<file path="config.mk">
export PLATFORM = sky130hd
export DESIGN_NAME = adcsc_top
export DESIGN_NICKNAME = d
export VERILOG_FILES = /design/src/pkg/adcsc_pkg.sv /design/src/pkg/adcsc_conv_if.sv /design/src/adcsc_top.sv /design/src/adcsc_clkdiv.sv /design/src/adcsc_sar.sv
export SDC_FILE = /design/constraint.sdc
export NUM_CORES = 1
export LEC_CHECK = 0
export BUFFER_PORTS_ARGS = -buffer_cell sky130_fd_sc_hd__clkbuf_2
export CAP_MARGIN = 20
export CORE_MARGIN = 3
export CORE_UTILIZATION = 53
export CTS_BUF_LIST = sky130_fd_sc_hd__clkbuf_4 sky130_fd_sc_hd__clkbuf_8
export DETAILED_ROUTE_END_ITERATION = 10
export PLACE_DENSITY = 0.72
export SLEW_MARGIN = 10
export SYNTH_ARGS = -nofsm -noshare
export SYNTH_HDL_FRONTEND = slang
export SYNTH_SLANG_ARGS = --single-unit
export TNS_END_PERCENT = 50
</file>
<file path="constraint.sdc">
create_clock -name sys_clk -period 3.2 [get_ports sys_clk]
set_input_delay 0.32 -clock sys_clk [delete_from_list [all_inputs] [get_ports sys_clk]]
set_output_delay 0.32 -clock sys_clk [all_outputs]
set_load 0.03 [all_outputs]
</file>
<file path="src/pkg/adcsc_pkg.sv">
// Package: register map, field layout, timing counts and types of the ADC sequence control
`default_nettype none
package adcsc_pkg;
    localparam int unsigned RESULT_W = 12;
    localparam int unsigned EXT_PINS = 5;
    // Register indexes on the 3-bit register port
    localparam logic [2:0] ADDR_RESULT_LOW = 3'h0;
    localparam logic [2:0] ADDR_RESULT_HIGH = 3'h1;
    localparam logic [2:0] ADDR_CONTROL_A = 3'h2;
    localparam logic [2:0] ADDR_CONTROL_B = 3'h3;
    localparam logic [2:0] ADDR_PIN_FUNC_A = 3'h4;
    localparam logic [2:0] ADDR_PIN_FUNC_B = 3'h5;
    localparam logic [2:0] ADDR_IRQ_CTRL = 3'h6;
    // Field positions
    localparam int unsigned CA_START_BIT = 7;
    localparam int unsigned CA_PENDING_BIT = 6;
    localparam int unsigned CA_POWER_BIT = 5;
    localparam int unsigned CA_JUSTIFY_BIT = 4;
    localparam int unsigned CB_REF_LSB = 3;
    localparam int unsigned IRQ_GLOBAL_BIT = 0;
    localparam int unsigned IRQ_CONV_BIT = 1;
    localparam int unsigned IRQ_FLAG_BIT = 2;
    // Values after reset
    localparam logic [7:0] CONTROL_A_RESET = 8'h40;
    localparam logic [7:0] CONTROL_B_RESET = 8'h00;
    localparam logic [7:0] PIN_FUNC_RESET = 8'h00;
    localparam logic [7:0] IRQ_CTRL_RESET = 8'h00;
    // Converter clock counts and the first trial code
    localparam logic [3:0] SAMPLE_CLKS = 4'h4;
    localparam logic [3:0] CONV_CLKS = 4'hC;
    localparam logic [4:0] TOTAL_CLKS = 5'h10;
    localparam logic [RESULT_W-1:0] RESULT_MSB = 12'h800;
    // Codes
    localparam logic [1:0] REF_EXT_PIN = 2'h1;
    localparam logic [3:0] CH_OVERCURRENT_AMP = 4'h0;
    localparam logic [3:0] CH_SUPPLY_DETECT = 4'h5;
    localparam logic [3:0] CH_BANDGAP = 4'h8;
    typedef enum logic [1:0] {SAR_IDLE, SAR_SAMPLE, SAR_CONVERT} adcsc_phase_t;
endpackage
`default_nettype wire

</file>
<file path="src/pkg/adcsc_conv_if.sv">
// Interface: link between register front end, converter clock divider and SAR sequencer
`timescale 1ns/100ps
`default_nettype none
interface adcsc_conv_if;
    import adcsc_pkg::*;
    logic launch;
    logic hold;
    logic power;
    logic [2:0] div_sel;
    logic tick;
    logic cmp;
    logic done;
    logic sampling;
    logic [RESULT_W-1:0] result;
    logic [RESULT_W-1:0] trial;
    modport ctrl (output launch, hold, power, div_sel, cmp, input tick, done, sampling, result, trial);
    modport divider (input launch, power, div_sel, output tick);
    modport sar (input launch, hold, tick, cmp, output done, sampling, result, trial);
endinterface
`default_nettype wire

</file>
<file path="src/adcsc_top.sv">
// Top of the ADC sequence control: register port, pin functions, interrupt gate, converter
//
// Design decisions made here: the register offsets and the strobed register port.
`timescale 1ns/100ps
`default_nettype none
module adcsc_top
    import adcsc_pkg::*;
(
    input wire logic sys_clk, // System clock, 10 MHz
    input wire logic rst_n, // Asynchronous reset, active low
    input wire logic [2:0] reg_addr, // Register index
    input wire logic [7:0] reg_wdata, // Write data
    input wire logic reg_wr, // Write strobe, one cycle
    input wire logic reg_rd, // Read strobe, one cycle
    output logic [7:0] reg_rdata, // Read data, valid the cycle after the read strobe
    input wire logic cmp_result, // Comparator: input at or above trial level
    input wire logic [EXT_PINS-1:0] port_pullup_req, // Pull-high enables from the port logic
    input wire logic [EXT_PINS-1:0] port_dir_out_req, // Output direction from the port logic
    output logic [3:0] channel_route, // Analog mux select
    output logic internal_source_sel, // An internal source is routed to the converter
    output logic ref_external_sel, // Reference taken from the external reference pin
    output logic ext_ref_pin_func, // External reference pin function enable
    output logic converter_power, // Converter analog power
    output logic converter_reset, // Converter held in reset
    output logic sample_hold, // Sample switch closed
    output logic [RESULT_W-1:0] dac_code, // Trial code for the comparator DAC
    output logic [EXT_PINS-1:0] pin_analog, // Pin connected as analog input
    output logic [EXT_PINS-1:0] pin_other_func_en, // Digital and shared functions of the pin
    output logic [EXT_PINS-1:0] pin_pullup, // Pull-high actually connected
    output logic [EXT_PINS-1:0] pin_drive_en_n, // Output enable, low while the pin is driven
    output logic irq_request // End-of-conversion interrupt to the processor
);

    ////////////////////////////////////////////////////////////////////////////////
    // Converter link and submodules

    adcsc_conv_if conv ();

    adcsc_clkdiv u_clkdiv (
        .sys_clk(sys_clk),
        .rst_n(rst_n),
        .conv(conv.divider)
    );

    adcsc_sar u_sar (
        .sys_clk(sys_clk),
        .rst_n(rst_n),
        .conv(conv.sar)
    );

    ////////////////////////////////////////////////////////////////////////////////
    // Register state

    logic start_reg, start_next;
    logic pending_reg, pending_next;
    logic power_reg, power_next;
    logic justify_reg, justify_next;
    logic [3:0] chan_reg, chan_next;
    logic [1:0] ref_sel_reg, ref_sel_next;
    logic [2:0] div_reg, div_next;
    logic [EXT_PINS-1:0] pin_func_a_reg, pin_func_a_next;
    logic pin_func_b_reg, pin_func_b_next;
    logic global_en_reg, global_en_next;
    logic conv_en_reg, conv_en_next;
    logic flag_reg, flag_next;
    logic launch_reg, launch_next;
    logic [7:0] rdata_reg, rdata_next;
    logic wr_ctrl_a, wr_ctrl_b, wr_pin_a, wr_pin_b, wr_irq;

    // Places the 12-bit code in the high or low byte for either justification
    function automatic logic [7:0] result_byte(input logic [RESULT_W-1:0] code, input logic right,
                                               input logic high);
        logic [15:0] placed;
        placed = right ? {4'h0, code} : {code, 4'h0};
        result_byte = high ? placed[15:8] : placed[7:0];
    endfunction

    always_comb
    begin
        wr_ctrl_a = reg_wr && (reg_addr == ADDR_CONTROL_A);
        wr_ctrl_b = reg_wr && (reg_addr == ADDR_CONTROL_B);
        wr_pin_a = reg_wr && (reg_addr == ADDR_PIN_FUNC_A);
        wr_pin_b = reg_wr && (reg_addr == ADDR_PIN_FUNC_B);
        wr_irq = reg_wr && (reg_addr == ADDR_IRQ_CTRL);

        start_next = wr_ctrl_a ? reg_wdata[CA_START_BIT] : start_reg;
        power_next = wr_ctrl_a ? reg_wdata[CA_POWER_BIT] : power_reg;
        justify_next = wr_ctrl_a ? reg_wdata[CA_JUSTIFY_BIT] : justify_reg;
        chan_next = wr_ctrl_a ? reg_wdata[3:0] : chan_reg;
        ref_sel_next = wr_ctrl_b ? reg_wdata[CB_REF_LSB+1:CB_REF_LSB] : ref_sel_reg;
        div_next = wr_ctrl_b ? reg_wdata[2:0] : div_reg;
        pin_func_a_next = wr_pin_a ? reg_wdata[EXT_PINS-1:0] : pin_func_a_reg;
        pin_func_b_next = wr_pin_b ? reg_wdata[0] : pin_func_b_reg;
        global_en_next = wr_irq ? reg_wdata[IRQ_GLOBAL_BIT] : global_en_reg;
        conv_en_next = wr_irq ? reg_wdata[IRQ_CONV_BIT] : conv_en_reg;

        // Falling start begins the conversion; a rising one aborts any running one
        launch_next = wr_ctrl_a && start_reg && !reg_wdata[CA_START_BIT];

        // Start held high forces pending; otherwise the end of conversion clears it
        if (start_next)
            pending_next = 1'b1;
        else if (conv.done)
            pending_next = 1'b0;
        else
            pending_next = pending_reg;

        // End of conversion beats a software clear in the same cycle
        if (conv.done)
            flag_next = 1'b1;
        else if (wr_irq)
            flag_next = reg_wdata[IRQ_FLAG_BIT];
        else
            flag_next = flag_reg;

        rdata_next = 8'h00;
        if (reg_rd)
        begin
            unique case (reg_addr)
                ADDR_RESULT_LOW: rdata_next = result_byte(conv.result, justify_reg, 1'b0);
                ADDR_RESULT_HIGH: rdata_next = result_byte(conv.result, justify_reg, 1'b1);
                ADDR_CONTROL_A: rdata_next = {start_reg, pending_reg, power_reg, justify_reg, chan_reg};
                ADDR_CONTROL_B: rdata_next = {3'b000, ref_sel_reg, div_reg};
                ADDR_PIN_FUNC_A: rdata_next = {3'b000, pin_func_a_reg};
                ADDR_PIN_FUNC_B: rdata_next = {7'b000_0000, pin_func_b_reg};
                ADDR_IRQ_CTRL: rdata_next = {5'b0_0000, flag_reg, conv_en_reg, global_en_reg};
                default: rdata_next = 8'h00;
            endcase
        end
    end

    always_ff @(posedge sys_clk or negedge rst_n)
    begin
        if (!rst_n)
        begin
            start_reg <= CONTROL_A_RESET[CA_START_BIT];
            pending_reg <= CONTROL_A_RESET[CA_PENDING_BIT];
            power_reg <= CONTROL_A_RESET[CA_POWER_BIT];
            justify_reg <= CONTROL_A_RESET[CA_JUSTIFY_BIT];
            chan_reg <= CONTROL_A_RESET[3:0];
            ref_sel_reg <= CONTROL_B_RESET[CB_REF_LSB+1:CB_REF_LSB];
            div_reg <= CONTROL_B_RESET[2:0];
            pin_func_a_reg <= PIN_FUNC_RESET[EXT_PINS-1:0];
            pin_func_b_reg <= PIN_FUNC_RESET[0];
            global_en_reg <= IRQ_CTRL_RESET[IRQ_GLOBAL_BIT];
            conv_en_reg <= IRQ_CTRL_RESET[IRQ_CONV_BIT];
            flag_reg <= IRQ_CTRL_RESET[IRQ_FLAG_BIT];
            launch_reg <= 1'b0;
            rdata_reg <= 8'h00;
        end
        else
        begin
            start_reg <= start_next;
            pending_reg <= pending_next;
            power_reg <= power_next;
            justify_reg <= justify_next;
            chan_reg <= chan_next;
            ref_sel_reg <= ref_sel_next;
            div_reg <= div_next;
            pin_func_a_reg <= pin_func_a_next;
            pin_func_b_reg <= pin_func_b_next;
            global_en_reg <= global_en_next;
            conv_en_reg <= conv_en_next;
            flag_reg <= flag_next;
            launch_reg <= launch_next;
            rdata_reg <= rdata_next;
        end
    end

    // The sequencer runs on its own from launch to done unless start rises again; software polls, waits or aborts
    assign conv.launch = launch_reg;
    assign conv.hold = start_reg;
    assign conv.power = power_reg;
    assign conv.div_sel = div_reg;
    assign conv.cmp = cmp_result;

    ////////////////////////////////////////////////////////////////////////////////
    // Registered pin, routing and interrupt outputs

    logic [3:0] route_reg;
    logic internal_reg, ref_ext_reg, ref_func_reg, reset_out_reg, irq_reg;
    logic [EXT_PINS-1:0] analog_reg, other_reg, pullup_reg, drive_n_reg;
    logic [3:0] route_next;
    logic internal_next, ref_ext_next, ref_func_next, reset_out_next, irq_next;
    logic [EXT_PINS-1:0] analog_next, other_next, pullup_next, drive_n_next;

    always_comb
    begin
        route_next = chan_reg;
        internal_next = (chan_reg == CH_OVERCURRENT_AMP) || (chan_reg == CH_SUPPLY_DETECT)
                        || (chan_reg == CH_BANDGAP);
        // Codes 00, 10 and 11 all fall back to the analog supply
        ref_ext_next = (ref_sel_reg == REF_EXT_PIN);
        ref_func_next = pin_func_b_reg;
        reset_out_next = start_reg;
        analog_next = pin_func_a_reg;
        other_next = ~pin_func_a_reg;
        pullup_next = port_pullup_req & ~pin_func_a_reg;
        // Port direction is ignored for analog pins, so no input setup is needed
        drive_n_next = ~port_dir_out_req | pin_func_a_reg;
        irq_next = global_en_reg && conv_en_reg && flag_reg;
    end

    always_ff @(posedge sys_clk or negedge rst_n)
    begin
        if (!rst_n)
        begin
            route_reg <= CONTROL_A_RESET[3:0];
            internal_reg <= 1'b0;
            ref_ext_reg <= 1'b0;
            ref_func_reg <= 1'b0;
            reset_out_reg <= 1'b0;
            analog_reg <= '0;
            other_reg <= '1;
            pullup_reg <= '0;
            drive_n_reg <= '1;
            irq_reg <= 1'b0;
        end
        else
        begin
            route_reg <= route_next;
            internal_reg <= internal_next;
            ref_ext_reg <= ref_ext_next;
            ref_func_reg <= ref_func_next;
            reset_out_reg <= reset_out_next;
            analog_reg <= analog_next;
            other_reg <= other_next;
            pullup_reg <= pullup_next;
            drive_n_reg <= drive_n_next;
            irq_reg <= irq_next;
        end
    end

    assign reg_rdata = rdata_reg;
    assign channel_route = route_reg;
    assign internal_source_sel = internal_reg;
    assign ref_external_sel = ref_ext_reg;
    assign ext_ref_pin_func = ref_func_reg;
    assign converter_power = power_reg;
    assign converter_reset = reset_out_reg;
    assign sample_hold = conv.sampling;
    assign dac_code = conv.trial;
    assign pin_analog = analog_reg;
    assign pin_other_func_en = other_reg;
    assign pin_pullup = pullup_reg;
    assign pin_drive_en_n = drive_n_reg;
    assign irq_request = irq_reg;

    ////////////////////////////////////////////////////////////////////////////////
    // Checks

    // Helper counters: cycles and converter ticks since the last launch
    logic [11:0] chk_cyc_reg;
    logic [4:0] chk_ticks_reg;
    always_ff @(posedge sys_clk or negedge rst_n)
    begin
        if (!rst_n)
        begin
            chk_cyc_reg <= 12'h000;
            chk_ticks_reg <= 5'h00;
        end
        else
        begin
            if (launch_reg)
                chk_cyc_reg <= 12'h001;
            else if (chk_cyc_reg != 12'hFFF)
                chk_cyc_reg <= chk_cyc_reg + 12'h001;
            if (launch_reg)
                chk_ticks_reg <= 5'h00;
            else if (conv.tick && chk_ticks_reg != 5'h1F)
                chk_ticks_reg <= chk_ticks_reg + 5'h01;
        end
    end

    a_start_forces_pending: assert property (@(posedge sys_clk) disable iff (!rst_n)
        start_reg |-> pending_reg && !conv.done ##1 converter_reset)
        else $error("pending not forced or converter not held while start is high");

    a_done_clears_pending: assert property (@(posedge sys_clk) disable iff (!rst_n)
        conv.done && !start_next |=> !pending_reg
        && conv.result == {$past(conv.trial[RESULT_W-1:1]), $past(conv.cmp)})
        else $error("pending flag or stored result wrong after end of conversion");

    a_conv_length: assert property (@(posedge sys_clk) disable iff (!rst_n)
        conv.done && $stable(div_reg) |-> chk_cyc_reg == (12'h010 << div_reg))
        else $error("conversion length is not sixteen converter clocks");

    a_phase_split: assert property (@(posedge sys_clk) disable iff (!rst_n)
        ($fell(conv.sampling) && !conv.hold |-> chk_ticks_reg == {1'b0, SAMPLE_CLKS})
        and (conv.done |-> chk_ticks_reg == TOTAL_CLKS - 5'h01))
        else $error("sampling or conversion phase has the wrong length");

    a_irq_gate: assert property (@(posedge sys_clk) disable iff (!rst_n)
        irq_request |-> $past(global_en_reg && conv_en_reg && flag_reg))
        else $error("interrupt raised without both enables and the flag");

    a_flag_on_done: assert property (@(posedge sys_clk) disable iff (!rst_n)
        conv.done |=> flag_reg ##1 (irq_request == (global_en_reg && conv_en_reg) || $past(wr_irq)))
        else $error("end of conversion lost or interrupt gate wrong");

    a_pullup_cut: assert property (@(posedge sys_clk) disable iff (!rst_n)
        ##1 (pin_pullup == ($past(port_pullup_req) & ~$past(pin_func_a_reg))) && ((pin_pullup & pin_analog) == '0))
        else $error("pull-high left on an analog pin");

    a_dir_override: assert property (@(posedge sys_clk) disable iff (!rst_n)
        ((~pin_drive_en_n & pin_analog) == '0) && ((pin_other_func_en & pin_analog) == '0))
        else $error("analog pin still driven or shared function still on");

    a_abort_keeps: assert property (@(posedge sys_clk) disable iff (!rst_n)
        $changed(conv.result) |-> $past(conv.done))
        else $error("result changed without a finished conversion");

    a_justify_low: assert property (@(posedge sys_clk) disable iff (!rst_n)
        reg_rd && reg_addr == ADDR_RESULT_LOW && !justify_reg |=> reg_rdata[3:0] == 4'h0)
        else $error("unused low result bits not zero");

    a_ref_route: assert property (@(posedge sys_clk) disable iff (!rst_n)
        $changed(ref_sel_reg) |=> ref_external_sel == ($past(ref_sel_reg) == REF_EXT_PIN))
        else $error("reference routing does not follow the select field");

    a_power_no_tick: assert property (@(posedge sys_clk) disable iff (!rst_n)
        !power_reg |-> !conv.tick && !conv.done)
        else $error("converter clock ran while powered down");

    // Launch, hold and busy relations, and the unused high result bits
    a_launch_on_fall: assert property (@(posedge sys_clk) disable iff (!rst_n)
        launch_reg |-> $past(start_reg) && !start_reg)
        else $error("conversion launched without start falling");

    a_launch_samples: assert property (@(posedge sys_clk) disable iff (!rst_n)
        launch_reg |=> sample_hold)
        else $error("sampling did not open after launch");

    a_hold_idles: assert property (@(posedge sys_clk) disable iff (!rst_n)
        converter_reset |-> !sample_hold && dac_code == '0)
        else $error("sequencer not idle while converter held in reset");

    a_pending_while_busy: assert property (@(posedge sys_clk) disable iff (!rst_n)
        sample_hold || dac_code != '0 |-> pending_reg)
        else $error("pending flag low while a conversion is running");

    a_justify_high: assert property (@(posedge sys_clk) disable iff (!rst_n)
        reg_rd && reg_addr == ADDR_RESULT_HIGH && justify_reg |=> reg_rdata[7:4] == 4'h0)
        else $error("unused high result bits not zero");

endmodule // adcsc_top
`default_nettype wire

</file>
<file path="src/adcsc_clkdiv.sv">
// Converter clock divider: one tick every two-to-the-field system clocks
`timescale 1ns/100ps
`default_nettype none
module adcsc_clkdiv
    import adcsc_pkg::*;
(
    input wire logic sys_clk, // System clock
    input wire logic rst_n, // Asynchronous reset, active low
    adcsc_conv_if.divider conv // Divider side of the converter link
);
    logic [6:0] cnt_reg;
    logic [6:0] cnt_next;
    logic [6:0] limit;
    always_comb
    begin
        limit = 7'((8'h01 << conv.div_sel) - 8'h01);
        // No tick while powered down, and restart phase-aligned to each launch
        conv.tick = conv.power && !conv.launch && (cnt_reg >= limit);
        if (!conv.power || conv.launch || conv.tick)
            cnt_next = 7'h00;
        else
            cnt_next = cnt_reg + 7'h01;
    end
    always_ff @(posedge sys_clk or negedge rst_n)
    begin
        if (!rst_n)
            cnt_reg <= 7'h00;
        else
            cnt_reg <= cnt_next;
    end
endmodule // adcsc_clkdiv
`default_nettype wire

</file>
<file path="src/adcsc_sar.sv">
// SAR sequencer: sampling phase, bit-by-bit approximation and result register
`timescale 1ns/100ps
`default_nettype none
module adcsc_sar
    import adcsc_pkg::*;
(
    input wire logic sys_clk, // System clock
    input wire logic rst_n, // Asynchronous reset, active low
    adcsc_conv_if.sar conv // Sequencer side of the converter link
);
    adcsc_phase_t phase_reg, phase_next;
    logic [3:0] cnt_reg, cnt_next;
    logic [RESULT_W-1:0] trial_reg, trial_next, result_reg, result_next, mask, kept;
    logic sample_reg, sample_next;
    always_comb
    begin
        phase_next = phase_reg;
        cnt_next = cnt_reg;
        trial_next = trial_reg;
        result_next = result_reg;
        conv.done = 1'b0;
        mask = RESULT_MSB >> cnt_reg;
        kept = conv.cmp ? trial_reg : (trial_reg & ~mask);
        if (conv.hold || conv.launch)
        begin
            // Held in reset while start is high; launch opens sampling
            phase_next = conv.hold ? SAR_IDLE : SAR_SAMPLE;
            cnt_next = 4'h0;
            trial_next = '0;
        end
        else if (conv.tick)
        begin
            unique case (phase_reg)
                SAR_IDLE:
                begin
                    cnt_next = 4'h0;
                end
                SAR_SAMPLE:
                begin
                    cnt_next = cnt_reg + 4'h1;
                    if (cnt_reg == SAMPLE_CLKS - 4'h1)
                    begin
                        phase_next = SAR_CONVERT;
                        cnt_next = 4'h0;
                        trial_next = RESULT_MSB;
                    end
                end
                SAR_CONVERT:
                begin
                    cnt_next = cnt_reg + 4'h1;
                    trial_next = kept | (mask >> 1);
                    if (cnt_reg == CONV_CLKS - 4'h1)
                    begin
                        conv.done = 1'b1;
                        result_next = kept;
                        phase_next = SAR_IDLE;
                        cnt_next = 4'h0;
                        trial_next = '0;
                    end
                end
            endcase
        end
        sample_next = (phase_next == SAR_SAMPLE);
    end
    assign conv.result = result_reg;
    assign conv.trial = trial_reg;
    assign conv.sampling = sample_reg;
    always_ff @(posedge sys_clk or negedge rst_n)
    begin
        if (!rst_n)
        begin
            phase_reg <= SAR_IDLE;
            cnt_reg <= 4'h0;
            trial_reg <= '0;
            result_reg <= '0;
            sample_reg <= 1'b0;
        end
        else
        begin
            phase_reg <= phase_next;
            cnt_reg <= cnt_next;
            trial_reg <= trial_next;
            result_reg <= result_next;
            sample_reg <= sample_next;
        end
    end
endmodule // adcsc_sar
`default_nettype wire

</file>
==> flow_summary.toml, run 1 <==
[clock_network]
cts_setup_buffers = 0
clock_latency_ns = 0.37
cts_max_level = 3
ctsHoldBuffers = 0
cts_buffers = 9
clk_pin_slew_worst_paths_ns = 0.11
ctsResizeCount = 0
cts_root_buf = "clkbuf_8"
tritoncts = "yes"
clock_path_buffers = 2
cts_sinks = 98

[global_routing]
track_usage = 0.205
grt_pass1_vias = 3374
grt_max_degree = 61
grt-busiest-layer = "met2"
grt_overflow = 0
grt_pass1_wl_um = 16500
grtUsageMet1 = 0.289
use_met3 = 0.0341
antenna_found_initial = 0
met2_usage = 0.325

[power]
pwr_density_cell_nw_per_um2 = 557
ir_worst_vdd_mv = 0.346
leakagePower_uw = 0.00260
design_power_total_uw = 2970

[die]
start_util = 0.556
die_x_um = 99.8
dieArea_um2 = 9960
fp.coreArea_um2 = 8380
row_count = 33
fp.dieH_um = 99.8
top_level_ports = 77

[detailed_routing]
first_iter_violations = 147
drt_pass1_iterations = 4
wirelength_um = 9750
via_per_inst = 5.54
antenna_left = 0
vias = 3392
wl_per_cell_um = 15.9
drcViolationCount = 0

[cells_and_area]
nFillCells = 690
antennaDiodeCount = 0
layout.cells.non_filler = 612
drive_gt1_frac = 0.245
final_nets = 544
area_growth_pct = 14.3

[logic_synthesis]
ys_seq_area_frac = 0.529
async_flop_share = 1.00
yosys_register_bits = 98
syn_avg_cell_area_um2 = 10.9
syn_nets = 471
syn_area_um2 = 4660
synth.distinct_cells = 62
yosys_warnings = 0
synthCells = 429
synth_flop_cell = "dfrtp_1"
synth_enable_flop_cells = 0

[worst_setup_path]
worstPathMaxFanout = 12
critical_path_cell_count = 8
crit_path_end_kind = "flop"
crit_path_start = "conv.div_sel[2]$_DFFE_PN0P_"
arrival_ns = 3.03
worstSetupPathType = "reg2reg"
slowest_stage = "dfrtp_1"
cp-start-kind = "flop"
critPathMaxStageDelay_ns = 0.48
cp_num_buf_inv = 1
path_delay_family = "simple AND/OR/NAND/NOR gates"
reg2reg_slack_ns = 0.40
rr_startpoint = "conv.div_sel[2]$_DFFE_PN0P_"
crit_required_ns = 3.44
r2r_cells = 8
crit_chain = "or3_1 -> ha_1 -> nand2b_1 -> a211oi_1 -> o31ai_2 -> buf_4 -> and2_1 -> a2111oi_1"

[run_status]
failed_checks = "hold timing"
outcome = "finished with violations"

[sta]
tightest_slew_ns = 0.734
slew_headroom = 0.511
slew_viol_final = 0
min_period_ns = 2.80
skew_ns = 0.0155
fmaxAchievable_ghz = 0.358
hold_viol = 3
timing.hold.ws_ns = -0.00472
worst_slack_ns = 0.405
setup_tns_ns = 0
rsz0062_at_grt = "false"
period_share = 0.873
setup_viol = 0

[placed_design]
hpwl_um = 7280
globalplace.congestion = 0.861
post-place-cells = 596
port_buffers = 75
dp_slack_ns = 0.441

[flow_run]
drv_cap = 0

[min_path]
hold_class = "in2async"
## cell usage after synthesis (2+ instances only)
cell type,instances,area (µm²)
and2_1,8,50.1
ha_1,16,200
a31o_1,2,17.5
a21o_1,3,22.5
mux2_4,5,75.1
o22ai_1,2,12.5
xor2_1,2,17.5
nor4b_1,2,17.5
inv_2,3,11.3
o21ai_0,8,40.0
nand2_1,41,154
a31oi_1,3,18.8
dfrtp_1,87,2180
buf_4,2,15.0
nor3_1,10,50.1
a21oi_1,15,75.1
buf_2,4,20.0
nand3_1,12,60.1
mux2i_1,18,180
o21ai_1,7,35.0
and3_1,4,25.0
nor2_1,34,128
inv_1,21,78.8
clkbuf_1,9,33.8
nand3b_1,2,15.0
mux2_1,17,191
a211oi_1,3,22.5
o21a_1,2,15.0
mux2_2,3,33.8
and2b_1,2,15.0
o21bai_1,9,67.6
xnor2_1,3,26.3
nand2b_1,3,18.8
nor2b_1,12,75.1
a211o_1,3,26.3
a21boi_0,8,60.1
dfstp_2,11,289
a22oi_1,8,60.1
a21boi_1,2,15.0
## where the power goes
group / switching, µW / total (µW) / internal, µW
Combinational: 399 / 604 / 204
Clock: 472 / 855 / 384
Sequential: 112 / 1510 / 1390
Total: 984 / 2970 / 1980
## cells by family after synthesis
kind of cell	Yosys count	share of synthesized area
compound gates	86	0.129
mux	43	0.103
simple gates	139	0.146
fa+ha+maj	16	0.0430
buf+inv	42	0.0405
xor+xnor	5	0.00940
flops	98	0.529
## final cells by class
| type | count | area, µm² | share of cell area |
|---|---|---|---|
| Clock inverter | 7 | 92.6 | 0.0174 |
| Clock buffer | 9 | 124 | 0.0233 |
| Multi-Input combinational cell | 289 | 2010 | 0.377 |
| Sequential cell | 98 | 2470 | 0.463 |
| Timing Repair Buffer | 80 | 415 | 0.0780 |
| Tap cell | 105 | 131 | 0.0247 |
| Inverter | 24 | 90.1 | 0.0169 |
## layer usage
layer / wire length, µm / up-vias / share of wire
li1: - / 1633 / -
met1: 4370 / 1647 / 0.45
met2: 4640 / 100 / 0.48
met3: 595 / 12 / 0.061
met4: 148 / 0 / 0.015
met5: 0 / - / 0
## final timing paths
kind                                                   end
setup / recovery           u_sar.conv.trial[3]$_DFFE_PN0P_
max in group asynchronous           reg_rdata[6]$_DFF_PN0_
hold / removal                     pin_analog[1]$_DFF_PN0_
hold reg to reg                 ext_ref_pin_func$_DFF_PN0_
min in group sys_clk           pin_drive_en_n[1]$_DFF_PN1_
setup reg to reg           u_sar.conv.trial[3]$_DFFE_PN0P_
## layout by cell type, fill, tap and decap left out, drive strengths merged, types with 3 or more instances in the layout
cell / count
a21o: 3
buf: 6
ha: 16
a211oi: 3
o21bai: 9
mux2i: 18
and2: 8
dfrtp: 87
nor2b: 12
nand2b: 3
nor3: 11
a31oi: 3
and3: 4
a211o: 3
a21boi: 10
nand3: 12
dfstp: 11
nand2: 41
a22oi: 8
xnor2: 3
o21ai: 15
clkbuf: 83
nor2: 35
a21oi: 16
mux2: 25
inv: 28
## metrics by stage
stage               hold WS, ns  utilization  instance area, µm²
floorplan                0.0244            -                4660
global placement          0.395        0.609                5110
detailed placement        0.397        0.609                5110
CTS                      0.0217        0.635                5330
global route             0.0504        0.635                5330
finish                 -0.00472        0.635                5330
Power figures use the tool's default switching activity.
==> run 2, diff against run 1 <==
--- a/config.mk
+++ b/config.mk
@@ -8,10 +8,11 @@
 export BUFFER_PORTS_ARGS = -buffer_cell sky130_fd_sc_hd__clkbuf_2
 export CAP_MARGIN = 20
 export CORE_MARGIN = 3
-export CORE_UTILIZATION = 53
+export CORE_UTILIZATION = 55
 export CTS_BUF_LIST = sky130_fd_sc_hd__clkbuf_4 sky130_fd_sc_hd__clkbuf_8
 export DETAILED_ROUTE_END_ITERATION = 10
-export PLACE_DENSITY = 0.72
+export PLACE_DENSITY = 0.74
+export RECOVER_POWER = 50
 export SLEW_MARGIN = 10
 export SYNTH_ARGS = -nofsm -noshare
 export SYNTH_HDL_FRONTEND = slang
==> flow_summary.toml, run 2 (synthesized netlist as in run 1, its figures left out) <==
[run_status]
outcome = "completed"

[placed_design]
globalplace.congestion = 0.818
port_buffers = 75
place_area_um2 = 5100
hpwl_um = 7070
dp_slack_ns = 0.493

[global_routing]
grt_pass1_vias = 3373
track_usage = 0.214
grt_pass1_wl_um = 16600
grt_overflow = 0
grt_max_degree = 63
antenna_found_initial = 0

[sta]
slew_viol_final = 0
rsz0062_at_grt = "false"
setup_tns_ns = 0
hold_viol = 0
setup_viol = 0
worst_slack_ns = 0.474
tightest_slew_ns = 1.47
fmaxAchievable_ghz = 0.367
slew_headroom = 0.0171
period_share = 0.852
skew_ns = 0.0129
min_period_ns = 2.73

[die]
start_util = 0.585
fp.coreArea_um2 = 7970
row_count = 32
dieArea_um2 = 9610
top_level_ports = 77
fp.dieH_um = 98.1
die_x_um = 98.1

[worst_setup_path]
worstSetupPathType = "reg2reg"
crit_required_ns = 3.46
crit_path_end_kind = "flop"
cp-start-kind = "flop"
worstPathMaxFanout = 12
r2r_cells = 8
arrival_ns = 2.99

[clock_network]
ctsResizeCount = 0
clock_path_buffers = 2
ctsHoldBuffers = 0
tritoncts = "yes"
cts_max_level = 3
cts_buffers = 9
cts_setup_buffers = 0
cts_root_buf = "clkbuf_8"
cts_sinks = 98
clock_latency_ns = 0.38
clk_pin_slew_worst_paths_ns = 0.11

[cells_and_area]
drive_gt1_frac = 0.241
final_nets = 544
area_growth_pct = 13.4
final_common_cell = "dfrtp_1"
final_cell_mix = "87 x dfrtp_1, 75 x clkbuf_2, 41 x nand2_1"
finish.instance_area_um2 = 5290
antennaDiodeCount = 0

[detailed_routing]
drcViolationCount = 0
wirelength_um = 9770
drt_pass1_iterations = 4
wl_per_cell_um = 16.0
first_iter_violations = 140
via_per_inst = 5.59
antenna_left = 0
vias = 3405

[min_path]
min_path_cells = 2
hold_class = "in2reg"

[flow_run]
drv_cap = 0

[power]
pwr_density_cell_nw_per_um2 = 549
leakagePower_uw = 0.00258
ir_worst_vdd_mv = 0.256
## run 2: cell types whose count changed in the layout (fill, tap and decap cells not counted)
cell,before,now
buf_4,6,3
bufinv_16,1,0
clkbuf_1,0,2
clkbuf_2,74,75
clkbuf_8,9,10
clkinv_8,1,0
inv_6,3,4
## run 2: critical path, cell delays in order, from the launching register on
cell       delay, ns
dfrtp_1         0.48
or3_1           0.41
ha_1            0.27
nand2b_1        0.14
a211oi_1        0.28
o31ai_2         0.09
buf_4           0.18
and2_1          0.35
a2111oi_1       0.41
## run 2: stage by stage
stage                     utilization  power [µW]  std cells  hold WS (ns)
after floorplan                     -        1930        429        0.0244
after global placement          0.641        2120        593         0.403
after detailed placement        0.641        2140        593         0.407
after CTS                       0.665        2930        609        0.0265
after global routing            0.664        3060        609        0.0421
final                           0.664        2900        609        0.0536
## run 2: cell type report
class	instances	area, µm²
fill	648	2680
sequential	98	2470
multi-input combinational	289	2010
timing repair buffer	80	405
clock buffer	10	138
tap	102	128
inverter	24	90.1
clock inverter	6	55.1
## run 2: power by group
| part | internal, µW | total [µW] | switching, µW |
|---|---|---|---|
| registers | 1390 | 1510 | 115 |
| clock network | 322 | 797 | 474 |
| logic | 203 | 597 | 394 |
| total | 1920 | 2900 | 984 |
## run 2: path summary, 6_finish.rpt
path	from	endpoint	slack (ns)
max	conv.div_sel[2]$_DFFE_PN0P_	u_sar.conv.trial[3]$_DFFE_PN0P_	0.47
min reg2reg	pin_func_b_reg$_DFFE_PN0P_	ext_ref_pin_func$_DFF_PN0_	0.43
min	port_dir_out_req[3]	pin_drive_en_n[3]$_DFF_PN1_	0.05
min in group asynchronous	rst_n	pin_pullup[0]$_DFF_PN0_	0.29
max reg2reg	conv.div_sel[2]$_DFFE_PN0P_	u_sar.conv.trial[3]$_DFFE_PN0P_	0.47
max in group asynchronous	rst_n	reg_rdata[5]$_DFF_PN0_	1.29
## run 2: layer usage
metal / track usage / vias up / part of all wire / wire length [µm]
li1: - / 1640 / - / -
met1: 0.292 / 1646 / 0.44 / 4340
met2: 0.339 / 104 / 0.47 / 4590
met3: 0.0464 / 15 / 0.067 / 653
met4: 0.0735 / 0 / 0.019 / 189
met5: 0 / - / 0 / 0
